**src/rtl/cgcs_pkg.sv**
```systemverilog
// package for the can global control and status block
// Notes on behaviour
// - setting enable bit switches the controller on and ungates its clock
// - clearing enable lets a frame in progress finish before stopping
// - disable freezes protocol state; channel-enable bits stay untouched
// - in standby the transmit output stays recessive
// - in standby the receive path is off and internal clock stopped
// - registers and object storage stay accessible while disabled
// - protocol machine needs two clock periods after enable to run
// - enable-state flag shows the mode really reached; no interrupt
// - overload flag held while sending own overload frame; no interrupt
// - transmitter-busy set while driving any frame or acknowledge field
// - transmitter-busy also set in interframe space with frame pending
// - global status is read-only at special-function address AAh
// - reset clears global control to zero, controller disabled
// - reset clears defined status bits; reserved bits 7 and 5 always read as zero
package cgcs_pkg;
  localparam logic [7:0] CGCS_ADDR_STATUS = 8'hAA;
  localparam logic [7:0] CGCS_ADDR_CONTROL = 8'hAB;
  localparam logic [7:0] CGCS_CTRL_RESET = 8'h00;
  localparam logic [7:0] CGCS_CTRL_WMASK = 8'h0F;
  localparam int CGCS_BIT_LISTEN = 3;
  localparam int CGCS_BIT_TEST = 2;
  localparam int CGCS_BIT_ENABLE = 1;
  localparam int CGCS_BIT_SRST = 0;
  localparam int CGCS_START_CYCLES = 2;
  localparam logic [1:0] CGCS_START_LAST = 2'h1;
  localparam logic [1:0] CGCS_CNT_ZERO = 2'h0;
  localparam logic [1:0] CGCS_CNT_ONE = 2'h1;

  typedef struct packed {
    logic tx_frame;
    logic tx_pending;
    logic in_frame;
    logic overload_tx;
    logic rx_busy;
    logic bus_off;
    logic err_passive;
  } cgcs_core_s;

  typedef struct packed {
    logic rsv7;
    logic overload_sending_flag;
    logic rsv5;
    logic transmitter_busy_flag;
    logic receiver_busy_flag;
    logic enable_state_flag;
    logic bus_off_flag;
    logic error_passive_flag;
  } cgcs_status_s;

  typedef enum logic [1:0] {
    CGCS_STANDBY,
    CGCS_STARTING,
    CGCS_RUNNING,
    CGCS_STOPPING
  } cgcs_mode_e;
endpackage : cgcs_pkg

```
**src/rtl/cgcs_global.sv**
```systemverilog
// global control/status registers and enable sequencing of the can core
`timescale 1ns/10ps
module cgcs_global (
  input wire logic clk,
  input wire logic srst,
  input wire logic [7:0] sfr_addr,
  input wire logic sfr_wr,
  input wire logic sfr_rd,
  input wire logic [7:0] sfr_wdata,
  output logic [7:0] sfr_rdata,
  input wire cgcs_pkg::cgcs_core_s core_stat,
  input wire logic core_tx_bit,
  input wire logic core_tx_ack_err,
  output logic can_tx,
  output logic core_clk_en,
  output logic core_rx_en,
  output logic core_run,
  output logic core_reset,
  output logic core_listen_only,
  output logic core_test_mode
);
  import cgcs_pkg::*;

  logic [7:0] ctrl_q;
  logic [7:0] ctrl_d;
  cgcs_mode_e mode_q;
  cgcs_mode_e mode_d;
  logic [1:0] start_cnt_q;
  cgcs_status_s status_d;
  logic enable_cmd;
  logic ctrl_wr;

  assign ctrl_wr = sfr_wr && (sfr_addr == CGCS_ADDR_CONTROL);
  assign enable_cmd = ctrl_q[CGCS_BIT_ENABLE];

  // registers stay writable in any mode; status writes are dropped
  always_comb begin
    ctrl_d = ctrl_q;
    if (ctrl_wr) begin
      ctrl_d = sfr_wdata & CGCS_CTRL_WMASK;
    end else begin
      ctrl_d[CGCS_BIT_SRST] = 1'b0;
    end
  end

  always_ff @(posedge clk) begin
    if (srst) begin
      ctrl_q <= CGCS_CTRL_RESET;
    end else begin
      ctrl_q <= ctrl_d;
    end
  end

  // mode sequencing: stop waits for the frame, start takes two cycles
  always_comb begin
    mode_d = mode_q;
    case (mode_q)
      CGCS_STANDBY: begin
        if (enable_cmd) begin
          mode_d = CGCS_STARTING;
        end
      end
      CGCS_STARTING: begin
        if (!enable_cmd) begin
          mode_d = CGCS_STANDBY;
        end else if (start_cnt_q == CGCS_START_LAST) begin
          mode_d = CGCS_RUNNING;
        end
      end
      CGCS_RUNNING: begin
        if (!enable_cmd) begin
          mode_d = CGCS_STOPPING;
        end
      end
      CGCS_STOPPING: begin
        if (enable_cmd) begin
          mode_d = CGCS_RUNNING;
        end else if (!core_stat.in_frame) begin
          mode_d = CGCS_STANDBY;
        end
      end
      default: begin
        mode_d = CGCS_STANDBY;
      end
    endcase
  end

  always_ff @(posedge clk) begin
    if (srst) begin
      mode_q <= CGCS_STANDBY;
    end else begin
      mode_q <= mode_d;
    end
  end

  always_ff @(posedge clk) begin
    if (srst) begin
      start_cnt_q <= CGCS_CNT_ZERO;
    end else if (mode_q == CGCS_STARTING) begin
      start_cnt_q <= start_cnt_q + CGCS_CNT_ONE;
    end else begin
      start_cnt_q <= CGCS_CNT_ZERO;
    end
  end

  // gating stops the core clock and receive path; core state is frozen, not cleared,
  // and object channel-enable bits are never touched from here
  always_ff @(posedge clk) begin
    if (srst) begin
      core_clk_en <= 1'b0;
      core_rx_en <= 1'b0;
      core_run <= 1'b0;
    end else begin
      core_clk_en <= (mode_d != CGCS_STANDBY);
      core_rx_en <= (mode_d != CGCS_STANDBY);
      core_run <= (mode_d == CGCS_RUNNING) || (mode_d == CGCS_STOPPING);
    end
  end

  always_ff @(posedge clk) begin
    if (srst) begin
      core_reset <= 1'b1;
      core_listen_only <= 1'b0;
      core_test_mode <= 1'b0;
    end else begin
      core_reset <= ctrl_d[CGCS_BIT_SRST];
      core_listen_only <= ctrl_d[CGCS_BIT_LISTEN];
      core_test_mode <= ctrl_d[CGCS_BIT_TEST];
    end
  end

  // recessive is logic one; listen-only suppresses ack and error drive
  always_ff @(posedge clk) begin
    if (srst) begin
      can_tx <= 1'b1;
    end else if (mode_d == CGCS_STANDBY) begin
      can_tx <= 1'b1;
    end else if (ctrl_d[CGCS_BIT_LISTEN] && core_tx_ack_err) begin
      can_tx <= 1'b1;
    end else begin
      can_tx <= core_tx_bit;
    end
  end

  // reserved bits read as zero
  always_comb begin
    status_d = '0;
    status_d.overload_sending_flag = core_stat.overload_tx;
    status_d.transmitter_busy_flag = core_stat.tx_frame
      || (core_stat.tx_pending && !core_stat.in_frame);
    status_d.receiver_busy_flag = core_stat.rx_busy;
    status_d.enable_state_flag = (mode_q == CGCS_RUNNING)
      || (mode_q == CGCS_STOPPING);
    status_d.bus_off_flag = core_stat.bus_off;
    status_d.error_passive_flag = core_stat.err_passive;
  end

  always_ff @(posedge clk) begin
    if (srst) begin
      sfr_rdata <= 8'h00;
    end else if (sfr_rd && sfr_addr == CGCS_ADDR_STATUS) begin
      sfr_rdata <= status_d;
    end else if (sfr_rd && sfr_addr == CGCS_ADDR_CONTROL) begin
      sfr_rdata <= ctrl_q;
    end else begin
      sfr_rdata <= 8'h00;
    end
  end

  // read data seen through the status layout for the flag checks
  cgcs_status_s rd_view;
  logic stat_rd;
  assign rd_view = sfr_rdata;
  assign stat_rd = sfr_rd && (sfr_addr == CGCS_ADDR_STATUS);

  a_standby_recessive: assert property (
    @(posedge clk) disable iff (srst)
    mode_q == CGCS_STANDBY |-> can_tx)
    else $error("tx not recessive in standby");

  a_clock_gated: assert property (
    @(posedge clk) disable iff (srst)
    mode_q == CGCS_STANDBY |-> !core_clk_en && !core_rx_en)
    else $error("core clock or receiver running in standby");

  a_clock_run_mode: assert property (
    @(posedge clk) disable iff (srst)
    mode_q != CGCS_STANDBY |-> core_clk_en && core_rx_en)
    else $error("core clock gated while enabled");

  a_enable_wakes: assert property (
    @(posedge clk) disable iff (srst)
    enable_cmd && mode_q == CGCS_STANDBY |=> core_clk_en)
    else $error("enable did not ungate the core clock");

  a_start_two_cycles: assert property (
    @(posedge clk) disable iff (srst)
    (mode_q == CGCS_STANDBY) ##1 (mode_q == CGCS_STARTING) [*2]
      |=> mode_q == CGCS_RUNNING || !$past(enable_cmd))
    else $error("start did not take two cycles");

  a_no_run_early: assert property (
    @(posedge clk) disable iff (srst)
    $rose(enable_cmd) && mode_q == CGCS_STANDBY |=> !core_run ##1 !core_run)
    else $error("protocol machine ran too early");

  a_run_after_start: assert property (
    @(posedge clk) disable iff (srst)
    mode_q == CGCS_STARTING && start_cnt_q == CGCS_START_LAST
      && enable_cmd |=> mode_q == CGCS_RUNNING && core_run)
    else $error("protocol machine late after start");

  a_stop_waits_frame: assert property (
    @(posedge clk) disable iff (srst)
    mode_q == CGCS_STOPPING && core_stat.in_frame && !enable_cmd
      |=> mode_q == CGCS_STOPPING)
    else $error("stopped during a frame");

  a_stop_keeps_clock: assert property (
    @(posedge clk) disable iff (srst)
    mode_q == CGCS_STOPPING |-> core_clk_en && core_run)
    else $error("core halted before frame end");

  a_stop_ends: assert property (
    @(posedge clk) disable iff (srst)
    mode_q == CGCS_STOPPING && !core_stat.in_frame && !enable_cmd
      |=> mode_q == CGCS_STANDBY && !core_clk_en && !core_run)
    else $error("core not frozen after frame end");

  a_ctrl_write: assert property (
    @(posedge clk) disable iff (srst)
    ctrl_wr |=> ctrl_q == ($past(sfr_wdata) & CGCS_CTRL_WMASK))
    else $error("control write did not land");

  a_ctrl_readback: assert property (
    @(posedge clk) disable iff (srst)
    sfr_rd && sfr_addr == CGCS_ADDR_CONTROL |=> sfr_rdata == $past(ctrl_q))
    else $error("control read returned wrong data");

  a_status_ro: assert property (
    @(posedge clk) disable iff (srst)
    sfr_wr && sfr_addr == CGCS_ADDR_STATUS && !ctrl_q[CGCS_BIT_SRST]
      |=> $stable(ctrl_q))
    else $error("status write changed a register");

  a_soft_reset_clear: assert property (
    @(posedge clk) disable iff (srst)
    ctrl_q[CGCS_BIT_SRST] && !ctrl_wr |=> !ctrl_q[CGCS_BIT_SRST])
    else $error("soft reset bit did not self-clear");

  a_soft_reset_pulse: assert property (
    @(posedge clk) disable iff (srst)
    ctrl_wr && sfr_wdata[CGCS_BIT_SRST] ##1 !ctrl_wr
      |-> core_reset ##1 !core_reset)
    else $error("core reset not a single pulse");

  a_listen_reg: assert property (
    @(posedge clk) disable iff (srst)
    ctrl_wr |=> core_listen_only == $past(sfr_wdata[CGCS_BIT_LISTEN]))
    else $error("listen bit not passed to the core");

  a_listen_quiet: assert property (
    @(posedge clk) disable iff (srst)
    $past(ctrl_d[CGCS_BIT_LISTEN]) && $past(core_tx_ack_err) |-> can_tx)
    else $error("listen-only drove ack or error");

  a_enable_flag: assert property (
    @(posedge clk) disable iff (srst)
    $rose(mode_q == CGCS_RUNNING) && $past(mode_q) == CGCS_STARTING
      |-> $past(enable_cmd, 3))
    else $error("enable flag ahead of command");

  a_run_flag: assert property (
    @(posedge clk) disable iff (srst)
    core_run == (mode_q == CGCS_RUNNING || mode_q == CGCS_STOPPING))
    else $error("run output disagrees with mode");

  a_enable_state: assert property (
    @(posedge clk) disable iff (srst)
    stat_rd |=> rd_view.enable_state_flag == $past(core_run))
    else $error("enable-state flag wrong");

  a_overload_flag: assert property (
    @(posedge clk) disable iff (srst)
    stat_rd |=> rd_view.overload_sending_flag == $past(core_stat.overload_tx))
    else $error("overload flag wrong");

  a_tx_busy_frame: assert property (
    @(posedge clk) disable iff (srst)
    stat_rd && core_stat.tx_frame |=> rd_view.transmitter_busy_flag)
    else $error("transmitter busy missing during frame");

  a_tx_busy_pending: assert property (
    @(posedge clk) disable iff (srst)
    stat_rd && core_stat.tx_pending && !core_stat.in_frame
      |=> rd_view.transmitter_busy_flag)
    else $error("transmitter busy missing with frame pending");

  a_rx_busy_flag: assert property (
    @(posedge clk) disable iff (srst)
    stat_rd |=> rd_view.receiver_busy_flag == $past(core_stat.rx_busy))
    else $error("receiver busy flag wrong");

  a_fault_flags: assert property (
    @(posedge clk) disable iff (srst)
    stat_rd |=> rd_view.bus_off_flag == $past(core_stat.bus_off)
      && rd_view.error_passive_flag == $past(core_stat.err_passive))
    else $error("fault confinement flags wrong");

  a_reserved_zero: assert property (
    @(posedge clk) disable iff (srst)
    stat_rd |=> !rd_view.rsv7 && !rd_view.rsv5)
    else $error("reserved status bits not zero");

  a_ctrl_reset: assert property (
    @(posedge clk)
    srst |=> ctrl_q == CGCS_CTRL_RESET && mode_q == CGCS_STANDBY)
    else $error("control not cleared by reset");

  a_reset_outputs: assert property (
    @(posedge clk)
    srst |=> can_tx && core_reset && !core_clk_en && !core_run)
    else $error("outputs not at reset levels");

  a_status_reset: assert property (
    @(posedge clk)
    srst |=> sfr_rdata == '0 && !core_listen_only && !core_test_mode)
    else $error("read data or options not cleared by reset");
endmodule : cgcs_global

```
**config.mk**
```make
export PLATFORM = sky130hd
export DESIGN_NAME = cgcs_global
export DESIGN_NICKNAME = d
export VERILOG_FILES = /design/src/rtl/cgcs_pkg.sv /design/src/rtl/cgcs_global.sv
export SDC_FILE = /design/constraint.sdc
export NUM_CORES = 1
export LEC_CHECK = 0
export ABC_AREA = 1
export BUFFER_PORTS_ARGS = -buffer_cell sky130_fd_sc_hd__buf_2
export CAP_MARGIN = 5
export CELL_PAD_IN_SITES_DETAIL_PLACEMENT = 1
export CELL_PAD_IN_SITES_GLOBAL_PLACEMENT = 2
export CORE_MARGIN = 3
export CORE_UTILIZATION = 20
export CTS_CLUSTER_DIAMETER = 80
export DETAILED_ROUTE_END_ITERATION = 10
export GPL_ROUTABILITY_DRIVEN = 0
export PLACE_DENSITY = 0.73
export RECOVER_POWER = 100
export REMOVE_ABC_BUFFERS = 1
export SYNTH_ARGS = -nofsm -noshare
export SYNTH_HDL_FRONTEND = slang
export SYNTH_SLANG_ARGS = --single-unit
```
**constraint.sdc**
```tcl
create_clock -name clk -period 0.8 [get_ports clk]
set_input_delay 0.08 -clock clk [delete_from_list [all_inputs] [get_ports clk]]
set_output_delay 0.08 -clock clk [all_outputs]
set_load 0.02 [all_outputs]
```
== Word level (Yosys, flattened, before mapping) ==
Cells that the tools add are included.

* Reductions and logical operators: 14
* Bitwise operators: 1
* Add/subtract/negate cells: 1
* Muxes and demuxes: 11
* Equality and inequality tests: 8

{| class="wikitable"
|+ Operator list
! cell !! number
|-
| equality test 8 bit, second input constant || 2
|-
| 2-to-1 mux 2 bit || 6
|-
| equality test 2 bit, second input constant || 4
|-
| case mux 2 bit (4 select lines) || 1
|-
| 2-to-1 mux 7 bit || 1
|-
| logical AND 1 bit || 5
|-
| equality test 2 x 1 -> 1 bit, second input constant || 2
|-
| zero test 2 bit || 2
|-
| 2-to-1 mux 4 bit || 1
|-
| logical OR 1 bit || 3
|-
| 2-to-1 mux 3 bit || 1
|-
| OR reduction 3 bit || 1
|-
| adder 2 x 1 -> 2 bit, second input constant || 1
|-
| nonzero test 2 bit || 1
|-
| OR reduction 2 bit || 1
|-
| zero test 1 bit || 1
|-
| 2-to-1 mux 1 bit || 1
|-
| NOT 1 bit || 1
|}

* Logic and storage cells: 46
* Bits of input ports: 29
* Output and inout bits: 15
* Flip-flop bits (word level): 20

== Depth between registers and ports, before layout ==
Gate-level depths: netlist of the first run.

* Word-level depth: 6
* Mapped depth: 7
* Gate-level depth less buffers: 7

== Worst setup path before layout of the first run ==
Ideal clock, no wire load.

* Path kind: flip-flop to flip-flop
* From: reg start_cnt_q[1]
* To: reg mode_q[0]
* Clock period less this slack: 804 ps
* Data arrival time: 739 ps
* Setup slack: -4 ps
* Required time: 735 ps
* Cell stages (with the launch flop): 6
* Buffers on the path: 0
* Cells stage by stage: dfxtp_1 inv_1 ha_1 nand3_1 o21ai_0 nor2_1

* Cells in the longest elaborated chain, start to end: 4

{| class="wikitable"
|+ RTL lines
! item !! line !! RTL
|-
| from (decl) || cgcs_global.sv:28 || <nowiki>logic [1:0] start_cnt_q;</nowiki>
|-
| from (signal assigned) || cgcs_global.sv:100 || <nowiki>start_cnt_q <= start_cnt_q + CGCS_CNT_ONE;</nowiki>
|-
| equality test 2 x 1 -> 1 bit || cgcs_global.sv:66 || <nowiki>end else if (start_cnt_q == CGCS_START_LAST) begin</nowiki>
|-
| 2-to-1 mux 2 bit || cgcs_global.sv:66 ||
|-
| 2-to-1 mux 2 bit || cgcs_global.sv:64 || <nowiki>if (!enable_cmd) begin</nowiki>
|-
| case mux 2 bit (4 select lines) || cgcs_global.sv:57 || <nowiki>case (mode_q)</nowiki>
|-
| to (signal assigned) || cgcs_global.sv:92 || <nowiki>mode_q <= mode_d;</nowiki>
|-
| to (decl) || cgcs_global.sv:26 || <nowiki>cgcs_mode_e mode_q;</nowiki>
|}

No other way between the ends.
A chain may end at the register's enable or synchronous reset.

== Final worst setup path of the first run ==
* From: reg start_cnt_q[1]
* To: reg core_run

* Cells in the longest elaborated chain, start to end: 6
* Elaborated cells on any way between the ends: 7
* Classes of those cells: eq/ne (3); mux (3); reduce/logical (1)

{| class="wikitable"
|+ RTL lines
! item !! line !! RTL
|-
| equality test 2 x 1 -> 1 bit (*) || cgcs_global.sv:66 ||
|-
| 2-to-1 mux 2 bit (*) || cgcs_global.sv:66 ||
|-
| 2-to-1 mux 2 bit (*) || cgcs_global.sv:64 ||
|-
| case mux 2 bit (4 select lines) (*) || cgcs_global.sv:57 ||
|-
| equality test 2 bit || cgcs_global.sv:116 || <nowiki>core_run <= (mode_d == CGCS_RUNNING) || (mode_d == CGCS_STOPPING);</nowiki>
|-
| logical OR 1 bit (*) || cgcs_global.sv:116 ||
|-
| to (signal assigned) || cgcs_global.sv:116 ||
|-
| to (decl) || cgcs_global.sv:17 || <nowiki>output logic core_run,</nowiki>
|}

Mark *: on every way between the ends. The rest lies on a longest branch, timed or not.

==> flow_metrics.env, run 1 <==
export IMPL_synth_area_sq_um=774.5
export IMPL_rsz0062_at_grt="yes"
export IMPL_cp_slowest_cell="dfxtp_1"
export IMPL_setup_worst_path_start_class="register"
export IMPL_path_max_fanout=3
export IMPL_slowest_delay_ns=0.30
export IMPL_clockPowerShare=0.373
export IMPL_cap_violations=0
export IMPL_num_antenna_cells=0
export IMPL_postRouteAntennaNets=0
export IMPL_num_vias=749
export IMPL_power_frac_seq=0.539
export IMPL_drt_iter0_markers=19
export IMPL_first_global_vias=787
export IMPL_p_per_area_nw_per_um2=1381
export IMPL_regToRegStartpoint="start_cnt_q[1]"
export IMPL_drt_pass1_iter_count=3
export IMPL_crit_cells=4
export IMPL_post_synth_top_area_cell="dfxtp_1"
export IMPL_ys_top_cells_by_area="dfxtp_1 47%, nand2_1 8.2%, inv_1 5.3%, nand3_1 5.2%, nand2_2 4.8%"
export IMPL_syn_inst=95
export IMPL_reg2reg_slack_ns=-0.02
export IMPL_p_sw_frac=0.2229
export IMPL_path_cells="inv_1, ha_1, nand3_2, a21oi_1"
export IMPL_nets=174
export IMPL_hold_viol=0
export IMPL_vdd_drop_max_mv=0.6347
export IMPL_ys_warn_count=0
export IMPL_endpoint_kind="register"
export IMPL_failed_checks="setup timing"
export IMPL_setup_ws_ns=-0.02462
export IMPL_ys_seq_area_frac=0.4653
export IMPL_die_h_um=68.23
export IMPL_clk_latency_ns=0.25
export IMPL_cp_required_ns=0.98
export IMPL_antenna_found_initial=0
export IMPL_synth_area_per_cell_sq_um=8.153
export IMPL_drc=0
export IMPL_setup_viol=5
export IMPL_dp_hpwl_um=1616
export IMPL_hp_start="core_stat[2]"
export IMPL_r2r_cells=4
export IMPL_hold_buffers=0
export IMPL_viasPerCell=3.984
export IMPL_dieArea_sq_um=4655
export IMPL_critical_path_class="reg2reg"
export IMPL_start_util=0.2200
export IMPL_grt_pass1_wl_um=3429
export IMPL_cts_max_path_buffers=2
export IMPL_chipWidth_um=68.23
export IMPL_finalClockSkew_ns=0.003833
export IMPL_synth_top_area_share=0.4653
export IMPL_fmax_ghz=1.213
export IMPL_slew_viol_final=0
export IMPL_r2r_end="core_run"
export IMPL_cts_inserted_buffers=3
export IMPL_rows=21
export IMPL_ys_ff_latch=18
export IMPL_path_clk_slew_ns=0.07
export IMPL_combinationalPowerShare=0.088
export IMPL_grtUsageTotal=0.09956
export IMPL_crit_buf_inv=1
export IMPL_p_leak_uw=0.0005891
export IMPL_overflow=0
export IMPL_finalCritPeriodShare=1.031
export IMPL_htree_levels=1
export IMPL_crit_arrival_ns=1.00
export IMPL_cts_tree="yes"
export IMPL_holdPathEnd="sfr_rdata[3]"
export IMPL_wire_per_inst_um=11.01
export IMPL_fin_area_sq_um=1210
export IMPL_fp_coreArea_sq_um=3521
export IMPL_power_switching_uw=372.5
export IMPL_path_delay_family="flip-flops"
export IMPL_totalWireLength_um=2070
export IMPL_syn2layout_area_growth_pct=56.22
export IMPL_synth_cell_type_count=21
export IMPL_placed_area_sq_um=1044
export IMPL_status="finished, violations left"
export IMPL_internal_power_uw=1299
export IMPL_hold_class="in2reg"
export IMPL_place_ws_ns=-0.1415
export IMPL_min_period_ns=0.8246
export IMPL_hold_path_depth=3
export IMPL_layout_drive_gt1_share=0.6197
export IMPL_io_buffers=37
export IMPL_grt_start_max_net_pins=10
export IMPL_cts_sinks=18
export IMPL_cts_root_buffer="clkbuf_8"
export IMPL_io_pins=44
export IMPL_power_uw=1671
power by group through the flow:
stage          combinational, uW  sequential (uW)  clock, uW
6_report                     147              901        623
5_1_grt                      163              901        692
4_1_cts                      154              900        646
3_5_place_dp                 149              920          0
3_3_place_gp                 146              921          0
2_1_floorplan               60.1              925          0
area by class of cell:
class                      instances  area [sq um]
sequential                        18         374.1
fill                             449          2311
inverter                          16         60.06
clock buffer                       3         41.29
multi-input combinational         59         346.6
timing repair buffer              46         330.3
tap                               46         57.56
cell usage in the layout, fill, tap and decap left out, drive strengths merged:
cell type / count
dfxtp: 18
nand2: 23
nand4: 2
a21oi: 5
clkbuf: 3
buf: 46
nand3: 10
nor2: 13
ha: 1
o21ai: 2
conb: 2
inv: 16
nor3: 1
Yosys cell counts:
cell type / n
nand3_4: 1
nor3_2: 1
nor2_2: 2
nand2_1: 17
nand4_1: 2
nor2_8: 1
a21oi_1: 4
a21oi_2: 1
nand3_1: 8
conb_1: 1
o21ai_0: 1
nor2_4: 2
nor2_1: 8
inv_2: 5
ha_1: 1
nand3_2: 1
inv_1: 11
nand2_2: 6
o21ai_1: 1
dfxtp_1: 18
buf_4: 3
repair_timing:
| item | in CTS | in global routing |
|---|---|---|
| setup endpoints to repair | 12 | 20 |
| pin swaps | 5 | 5 |
| cloned | 0 | 0 |
| gates resized for setup | 22 | 27 |
| buffers inserted | 3 | 0 |
sequential cells by signal, summed over array words and instances, names as in the netlist:
name	cells
core_run	1
core_reset	1
ctrl_q	4
can_tx	1
start_cnt_q	2
sfr_rdata	6
mode_q	2
core_rx_en	1
logic make-up (layout without fill, tap and decap cells):
| kind of cell | Yosys count | count (layout) | synth area share |
|---|---|---|---|
| buffers and inverters | 19 | 65 | 0.1066 |
| AOI/OAI and AO/OA | 7 | 7 | 0.05007 |
| DFF | 18 | 18 | 0.4653 |
| and+or+nand+nor | 49 | 49 | 0.3570 |
| other | 1 | 2 | 0.004842 |
| adders and majority gates | 1 | 1 | 0.01615 |
worst reg2reg max path: stages, from the launching register on:
cell and delay [ns]:
dfxtp_1 0.30, inv_1 0.05, ha_1 0.15, nand3_2 0.09
a21oi_1 0.16
layer usage:
metal  routed length [um]  vias to the layer above  track usage
met5                    0                        -            0
met4                   48                        0      0.04467
met3                  115                        4      0.02299
met2                 1072                       23       0.1733
met1                  834                      340       0.1149
li1                     -                      382            -
per-stage QoR:
step | util | cells | TNS, ns | hold slack, ns
after detailed placement | 0.2964 | 182 | -0.7154 | 0.2868
after global routing | 0.3436 | 188 | -0.8470 | 0.03042
after global placement | 0.2964 | 182 | -0.5000 | 0.2809
final | 0.3436 | 188 | -0.08728 | 0.03218
after floorplan | - | 93 | -0.003992 | 0.1469
after CTS | 0.3298 | 188 | -0.2304 | 0.01866
how the worst max path moves through the flow:
| stage | from | end | slack [ns] |
|---|---|---|---|
| after global placement | mode_q[0] | can_tx | -0.1 |
| final | start_cnt_q[1] | core_run | -0.02 |
| after detailed placement | mode_q[1] | can_tx | -0.14 |
| after CTS | mode_q[0] | can_tx | -0.07 |
| after floorplan | start_cnt_q[1] | mode_q[0] | -0.004 |
| after global routing | start_cnt_q[1] | mode_q[0] | -0.09 |
Note: power is estimated with default switching activity, not from simulation.
==> inputs of run 2 (changes only) <==
Settings changed: CORE_UTILIZATION 20 to 24, PLACE_DENSITY 0.73 to 0.82.
Clock period 0.8 ns to 1 ns, I/O delays scaled along.
==> flow_metrics.env, run 2 (synthesized netlist as in run 1, its figures left out) <==
export IMPL_status="completed"
export IMPL_dr_wl_met3_um=115
export IMPL_min_period_ns=0.9122
export IMPL_placed_area_sq_um=993.5
export IMPL_finalCritPeriodShare=0.9122
export IMPL_top_regs="sfr_rdata x6, ctrl_q x4"
export IMPL_rows=19
export IMPL_slowest_delay_ns=0.37
export IMPL_endpoint_kind="output pin"
export IMPL_largest_reg_flops=6
export IMPL_antenna_found_initial=0
export IMPL_cp_slowest_cell="dfxtp_1"
export IMPL_hold_path_depth=3
export IMPL_cts_root_buffer="clkbuf_4"
export IMPL_regMostFlops="sfr_rdata"
export IMPL_layout_commonest_cell="buf_2"
export IMPL_crit_buf_inv=1
export IMPL_cts_max_path_buffers=2
export IMPL_path_delay_family="flip-flops"
export IMPL_start_util=0.2649
export IMPL_grtUsageTotal=0.09556
export IMPL_fin_area_sq_um=1027
export IMPL_io_pins=44
export IMPL_slew_viol_final=0
export IMPL_regToRegStartpoint="mode_q[0]"
export IMPL_drc=0
export IMPL_clk_latency_ns=0.29
export IMPL_finalClockSkew_ns=0.002577
export IMPL_num_vias=708
export IMPL_cts_tree="yes"
export IMPL_dieArea_sq_um=3944
export IMPL_holdPathEnd="sfr_rdata[1]"
export IMPL_setup_worst_path_start_class="register"
export IMPL_viasPerCell=4.000
export IMPL_totalWireLength_um=1719
export IMPL_hold_class="in2reg"
export IMPL_hold_viol=0
export IMPL_path_clk_slew_ns=0.10
export IMPL_path_cells="buf_4"
export IMPL_setup_viol=0
export IMPL_dp_cells=172
export IMPL_p_per_area_nw_per_um2=1152
export IMPL_final_cell_mix="24 x buf_2, 19 x nand2_1, 17 x dfxtp_1, 13 x inv_1, 12 x clkbuf_2"
export IMPL_overflow=0
export IMPL_hp_start="core_stat[1]"
export IMPL_first_global_vias=718
export IMPL_htree_levels=1
export IMPL_layout_cells_non_filler=177
export IMPL_cap_violations=0
export IMPL_critical_path_class="reg2out"
export IMPL_cp_required_ns=0.90
export IMPL_chipWidth_um=62.81
export IMPL_m1WireLength_um=704
export IMPL_postCtsSetupRepairBufs=0
export IMPL_io_buffers=37
export IMPL_p_leak_uw=0.0005365
export IMPL_crit_arrival_ns=0.81
export IMPL_vdd_drop_max_mv=0.5876
export IMPL_num_antenna_cells=0
export IMPL_path_max_fanout=3
export IMPL_grt_start_max_net_pins=10
export IMPL_drt_pass1_iter_count=2
export IMPL_rsz0062_at_grt="no"
export IMPL_postRouteAntennaNets=0
export IMPL_cts_inserted_buffers=3
export IMPL_nets=167
export IMPL_tns_ns=0
export IMPL_fp_coreArea_sq_um=2924
export IMPL_grt_pass1_wl_um=3008
export IMPL_highest_layer="met4"
export IMPL_drt_iter0_markers=11
export IMPL_syn2layout_area_growth_pct=32.63
export IMPL_die_h_um=62.81
export IMPL_r2r_end="can_tx"
export IMPL_cts_sinks=18
export IMPL_r2r_cells=6
export IMPL_reg2reg_slack_ns=0.11
export IMPL_wl_met2_um=883
export IMPL_layout_drive_gt1_share=0.4074
export IMPL_fmax_ghz=1.096
export IMPL_dp_hpwl_um=1462
export IMPL_wire_per_inst_um=9.712
-- run 2: cell types whose count changed in the layout (fill, tap and decap cells not counted), sizes merged --
cell | previous run | this run
buf | 46 | 25
clkbuf | 3 | 15
dlygate4sd3 | 0 | 2
-- run 2: tightest hold or removal path: cells and delay by family --
family | cells | cell delay [ns]
AND/OR/NAND/NOR | 2 | 0.09
buffers and inverters | 1 | 0.07
-- run 2: cell type report --
cell class / count / area [sq um]
Clock buffer: 3 / 22.52
Multi-Input combinational cell: 59 / 322.8
Tap cell: 42 / 52.55
Inverter: 16 / 60.06
Timing Repair Buffer: 39 / 207.7
Fill cell: 374 / 1897
Sequential cell: 18 / 361.6
-- run 2: timing repair --
action                                  4_1_cts  5_1_grt
gates resized for setup                       0        2
endpoints found under the setup margin        0        2
endpoints found under the hold margin         2        0
hold buffers                                  2        0
-- run 2: per-stage QoR --
stage               utilization  hold WS [ns]  worst slack [ns]  total power, uW
floorplan                     -        0.1669            0.1960            787.8
finish                   0.3513      0.006631           0.08779             1183
detailed placement       0.3398        0.2997           0.07977            851.9
global placement         0.3398        0.2898            0.1095            848.9
CTS                      0.3543     0.0007369           0.03241             1204
global route             0.3513      0.004190           0.01074             1257
-- run 2: routing by layer --
layer,vias up,GRT usage
met5,-,0
met4,0,0.03306
met3,2,0.03957
met2,21,0.1704
met1,318,0.1004
li1,367,-
-- run 2: how the worst max path moves through the flow --
stage	from	endpoint	slack, ns	cells after the start
after floorplan	start_cnt_q[1]	mode_q[0]	0.20	5
after global placement	sfr_addr[6]	can_tx	0.11	7
after detailed placement	sfr_addr[6]	can_tx	0.08	7
after CTS	ctrl_q[2]	core_test_mode	0.03	1
after global routing	mode_q[0]	can_tx	0.01	6
final	ctrl_q[3]	core_listen_only	0.09	1
-- run 2: report_power, final --
| part | internal [uW] | switching, uW |
|---|---|---|
| sequential | 719 | 0.694 |
| combinational | 52.6 | 64.1 |
| clock | 140 | 207 |
==> inputs of run 3 (changes only) <==
Settings changed: CORE_ASPECT_RATIO from default to 0.5, SLEW_MARGIN from default to 20.
==> flow_metrics.env, run 3 (synthesized netlist as in run 1, its figures left out) <==
export IMPL_postRouteAntennaNets=0
export IMPL_endpoint_kind="output pin"
export IMPL_cts_tree="yes"
export IMPL_cts_sinks=18
export IMPL_placed_area_sq_um=987.2
export IMPL_start_util=0.2737
export IMPL_path_max_fanout=3
export IMPL_htree_levels=1
export IMPL_cts_inserted_buffers=3
export IMPL_p_leak_uw=0.0004987
export IMPL_hold_path_depth=3
export IMPL_dp_hpwl_um=1490
export IMPL_top_regs="sfr_rdata x6, ctrl_q x4"
export IMPL_hp_start="core_tx_bit"
export IMPL_syn2layout_area_growth_pct=28.11
export IMPL_drc=0
export IMPL_hold_buffers=0
export IMPL_grt_start_max_net_pins=10
export IMPL_holdPathEnd="can_tx"
export IMPL_hold_class="in2reg"
export IMPL_postCtsSetupRepairBufs=0
export IMPL_dp_cells=167
export IMPL_r2r_end="mode_q[0]"
export IMPL_cts_root_buffer="clkbuf_8"
export IMPL_grtUsageTotal=0.09544
export IMPL_layout_cells_non_filler=170
export IMPL_drt_iter0_markers=9
export IMPL_die_h_um=46.17
export IMPL_path_clk_slew_ns=0.06
export IMPL_vdd_drop_max_mv=0.5180
export IMPL_n_fill_cell=385
export IMPL_antenna_found_initial=0
export IMPL_regMostFlops="sfr_rdata"
export IMPL_status="completed"
export IMPL_dieArea_sq_um=3986
export IMPL_final_cell_mix="24 x buf_2, 18 x nand2_1, 18 x dfxtp_1, 14 x inv_1, 11 x clkbuf_1"
export IMPL_layout_commonest_cell="buf_2"
export IMPL_first_global_vias=678
export IMPL_largest_reg_flops=6
export IMPL_slowest_delay_ns=0.37
export IMPL_cp_required_ns=0.90
export IMPL_chipWidth_um=86.34
export IMPL_reg2reg_slack_ns=0.12
export IMPL_num_vias=699
export IMPL_fp_coreArea_sq_um=2830
export IMPL_path_delay_family="flip-flops"
export IMPL_p_per_area_nw_per_um2=1334
export IMPL_wire_per_inst_um=10.39
export IMPL_cp_slowest_cell="dfxtp_1"
export IMPL_path_cells="clkbuf_2"
export IMPL_totalWireLength_um=1767
export IMPL_cap_violations=0
export IMPL_viasPerCell=4.112
export IMPL_grt_pass1_wl_um=2842
export IMPL_num_antenna_cells=0
export IMPL_min_period_ns=0.9097
export IMPL_regToRegStartpoint="start_cnt_q[0]"
export IMPL_setup_viol=0
export IMPL_crit_arrival_ns=0.81
export IMPL_nets=165
export IMPL_finalCritPeriodShare=0.9097
export IMPL_finalClockSkew_ns=0.001814
export IMPL_layout_drive_gt1_share=0.3158
export IMPL_rsz0062_at_grt="no"
export IMPL_setup_worst_path_start_class="register"
export IMPL_io_buffers=37
export IMPL_critical_path_class="reg2out"
export IMPL_fin_area_sq_um=992.2
export IMPL_slew_viol_final=0
export IMPL_rows=13
export IMPL_io_pins=44
export IMPL_fmax_ghz=1.099
export IMPL_drt_pass1_iter_count=2
export IMPL_multi_input_area_sq_um=312.8
export IMPL_tns_ns=0
export IMPL_clk_latency_ns=0.25
export IMPL_utilization=0.3506
export IMPL_crit_buf_inv=1
export IMPL_regArea_sq_um=360.3
export IMPL_cts_max_path_buffers=2
export IMPL_hold_viol=0
export IMPL_overflow=0
export IMPL_r2r_cells=4
==> run 3: power by group <==
group          switching [uW]  total (uW)  internal (uW)
Combinational            59.8         106           46.0
Sequential              0.704         720            719
Clock                     230         498            268
Total                     291        1320           1030
==> run 3: worst reg2reg max path: stages, from the launching register on <==
cell and delay (ns):
dfxtp_1 0.32, ha_1 0.19, nand3_1 0.11, o21ai_0 0.10, nor2_1 0.10
==> run 3: worst max path at each step <==
stage / end / from / cells after the start / slack [ns]
global route: mode_q[0] / start_cnt_q[0] / 4 / 0.02
CTS: can_tx / mode_q[0] / 6 / 0.08
detailed placement: sfr_rdata[2] / sfr_addr[6] / 8 / 0.08
floorplan: mode_q[0] / start_cnt_q[1] / 5 / 0.20
finish: core_test_mode / ctrl_q[2] / 1 / 0.09
global placement: sfr_rdata[2] / sfr_addr[6] / 8 / 0.11
==> run 3: cell type report <==
cell class | instances | share of cell area
Clock buffer | 3 | 0.04161
Timing Repair Buffer | 37 | 0.1728
Sequential cell | 18 | 0.3632
Multi-Input combinational cell | 59 | 0.3153
Inverter | 16 | 0.06053
Tap cell | 37 | 0.04666
==> run 3: per-stage QoR <==
stage | setup slack (ns) | total power (uW) | hold slack [ns]
floorplan | 0.1960 | 787.8 | 0.1669
global route | 0.01608 | 1380 | 0.04967
finish | 0.09033 | 1324 | 0.03362
CTS | 0.07967 | 1358 | 0.02889
detailed placement | 0.07854 | 851.1 | 0.2966
global placement | 0.1053 | 848.5 | 0.2955
==> run 3: what timing repair did <==
action / CTS / global route
gates resized for setup: 0 / 1
endpoints found under the setup margin: 0 / 1
hold endpoints to repair: 0 / 0
==> run 3: per-layer routing <==
metal  wire length (um)  vias up  global-route usage  part of all wire
met3                123        4             0.02679             0.070
met1                773      307              0.1126              0.44
met5                  0        -                   0                 0
met2                827       22              0.1596              0.47
met4                 43        0             0.05590             0.024
li1                   -      366                   -                 -
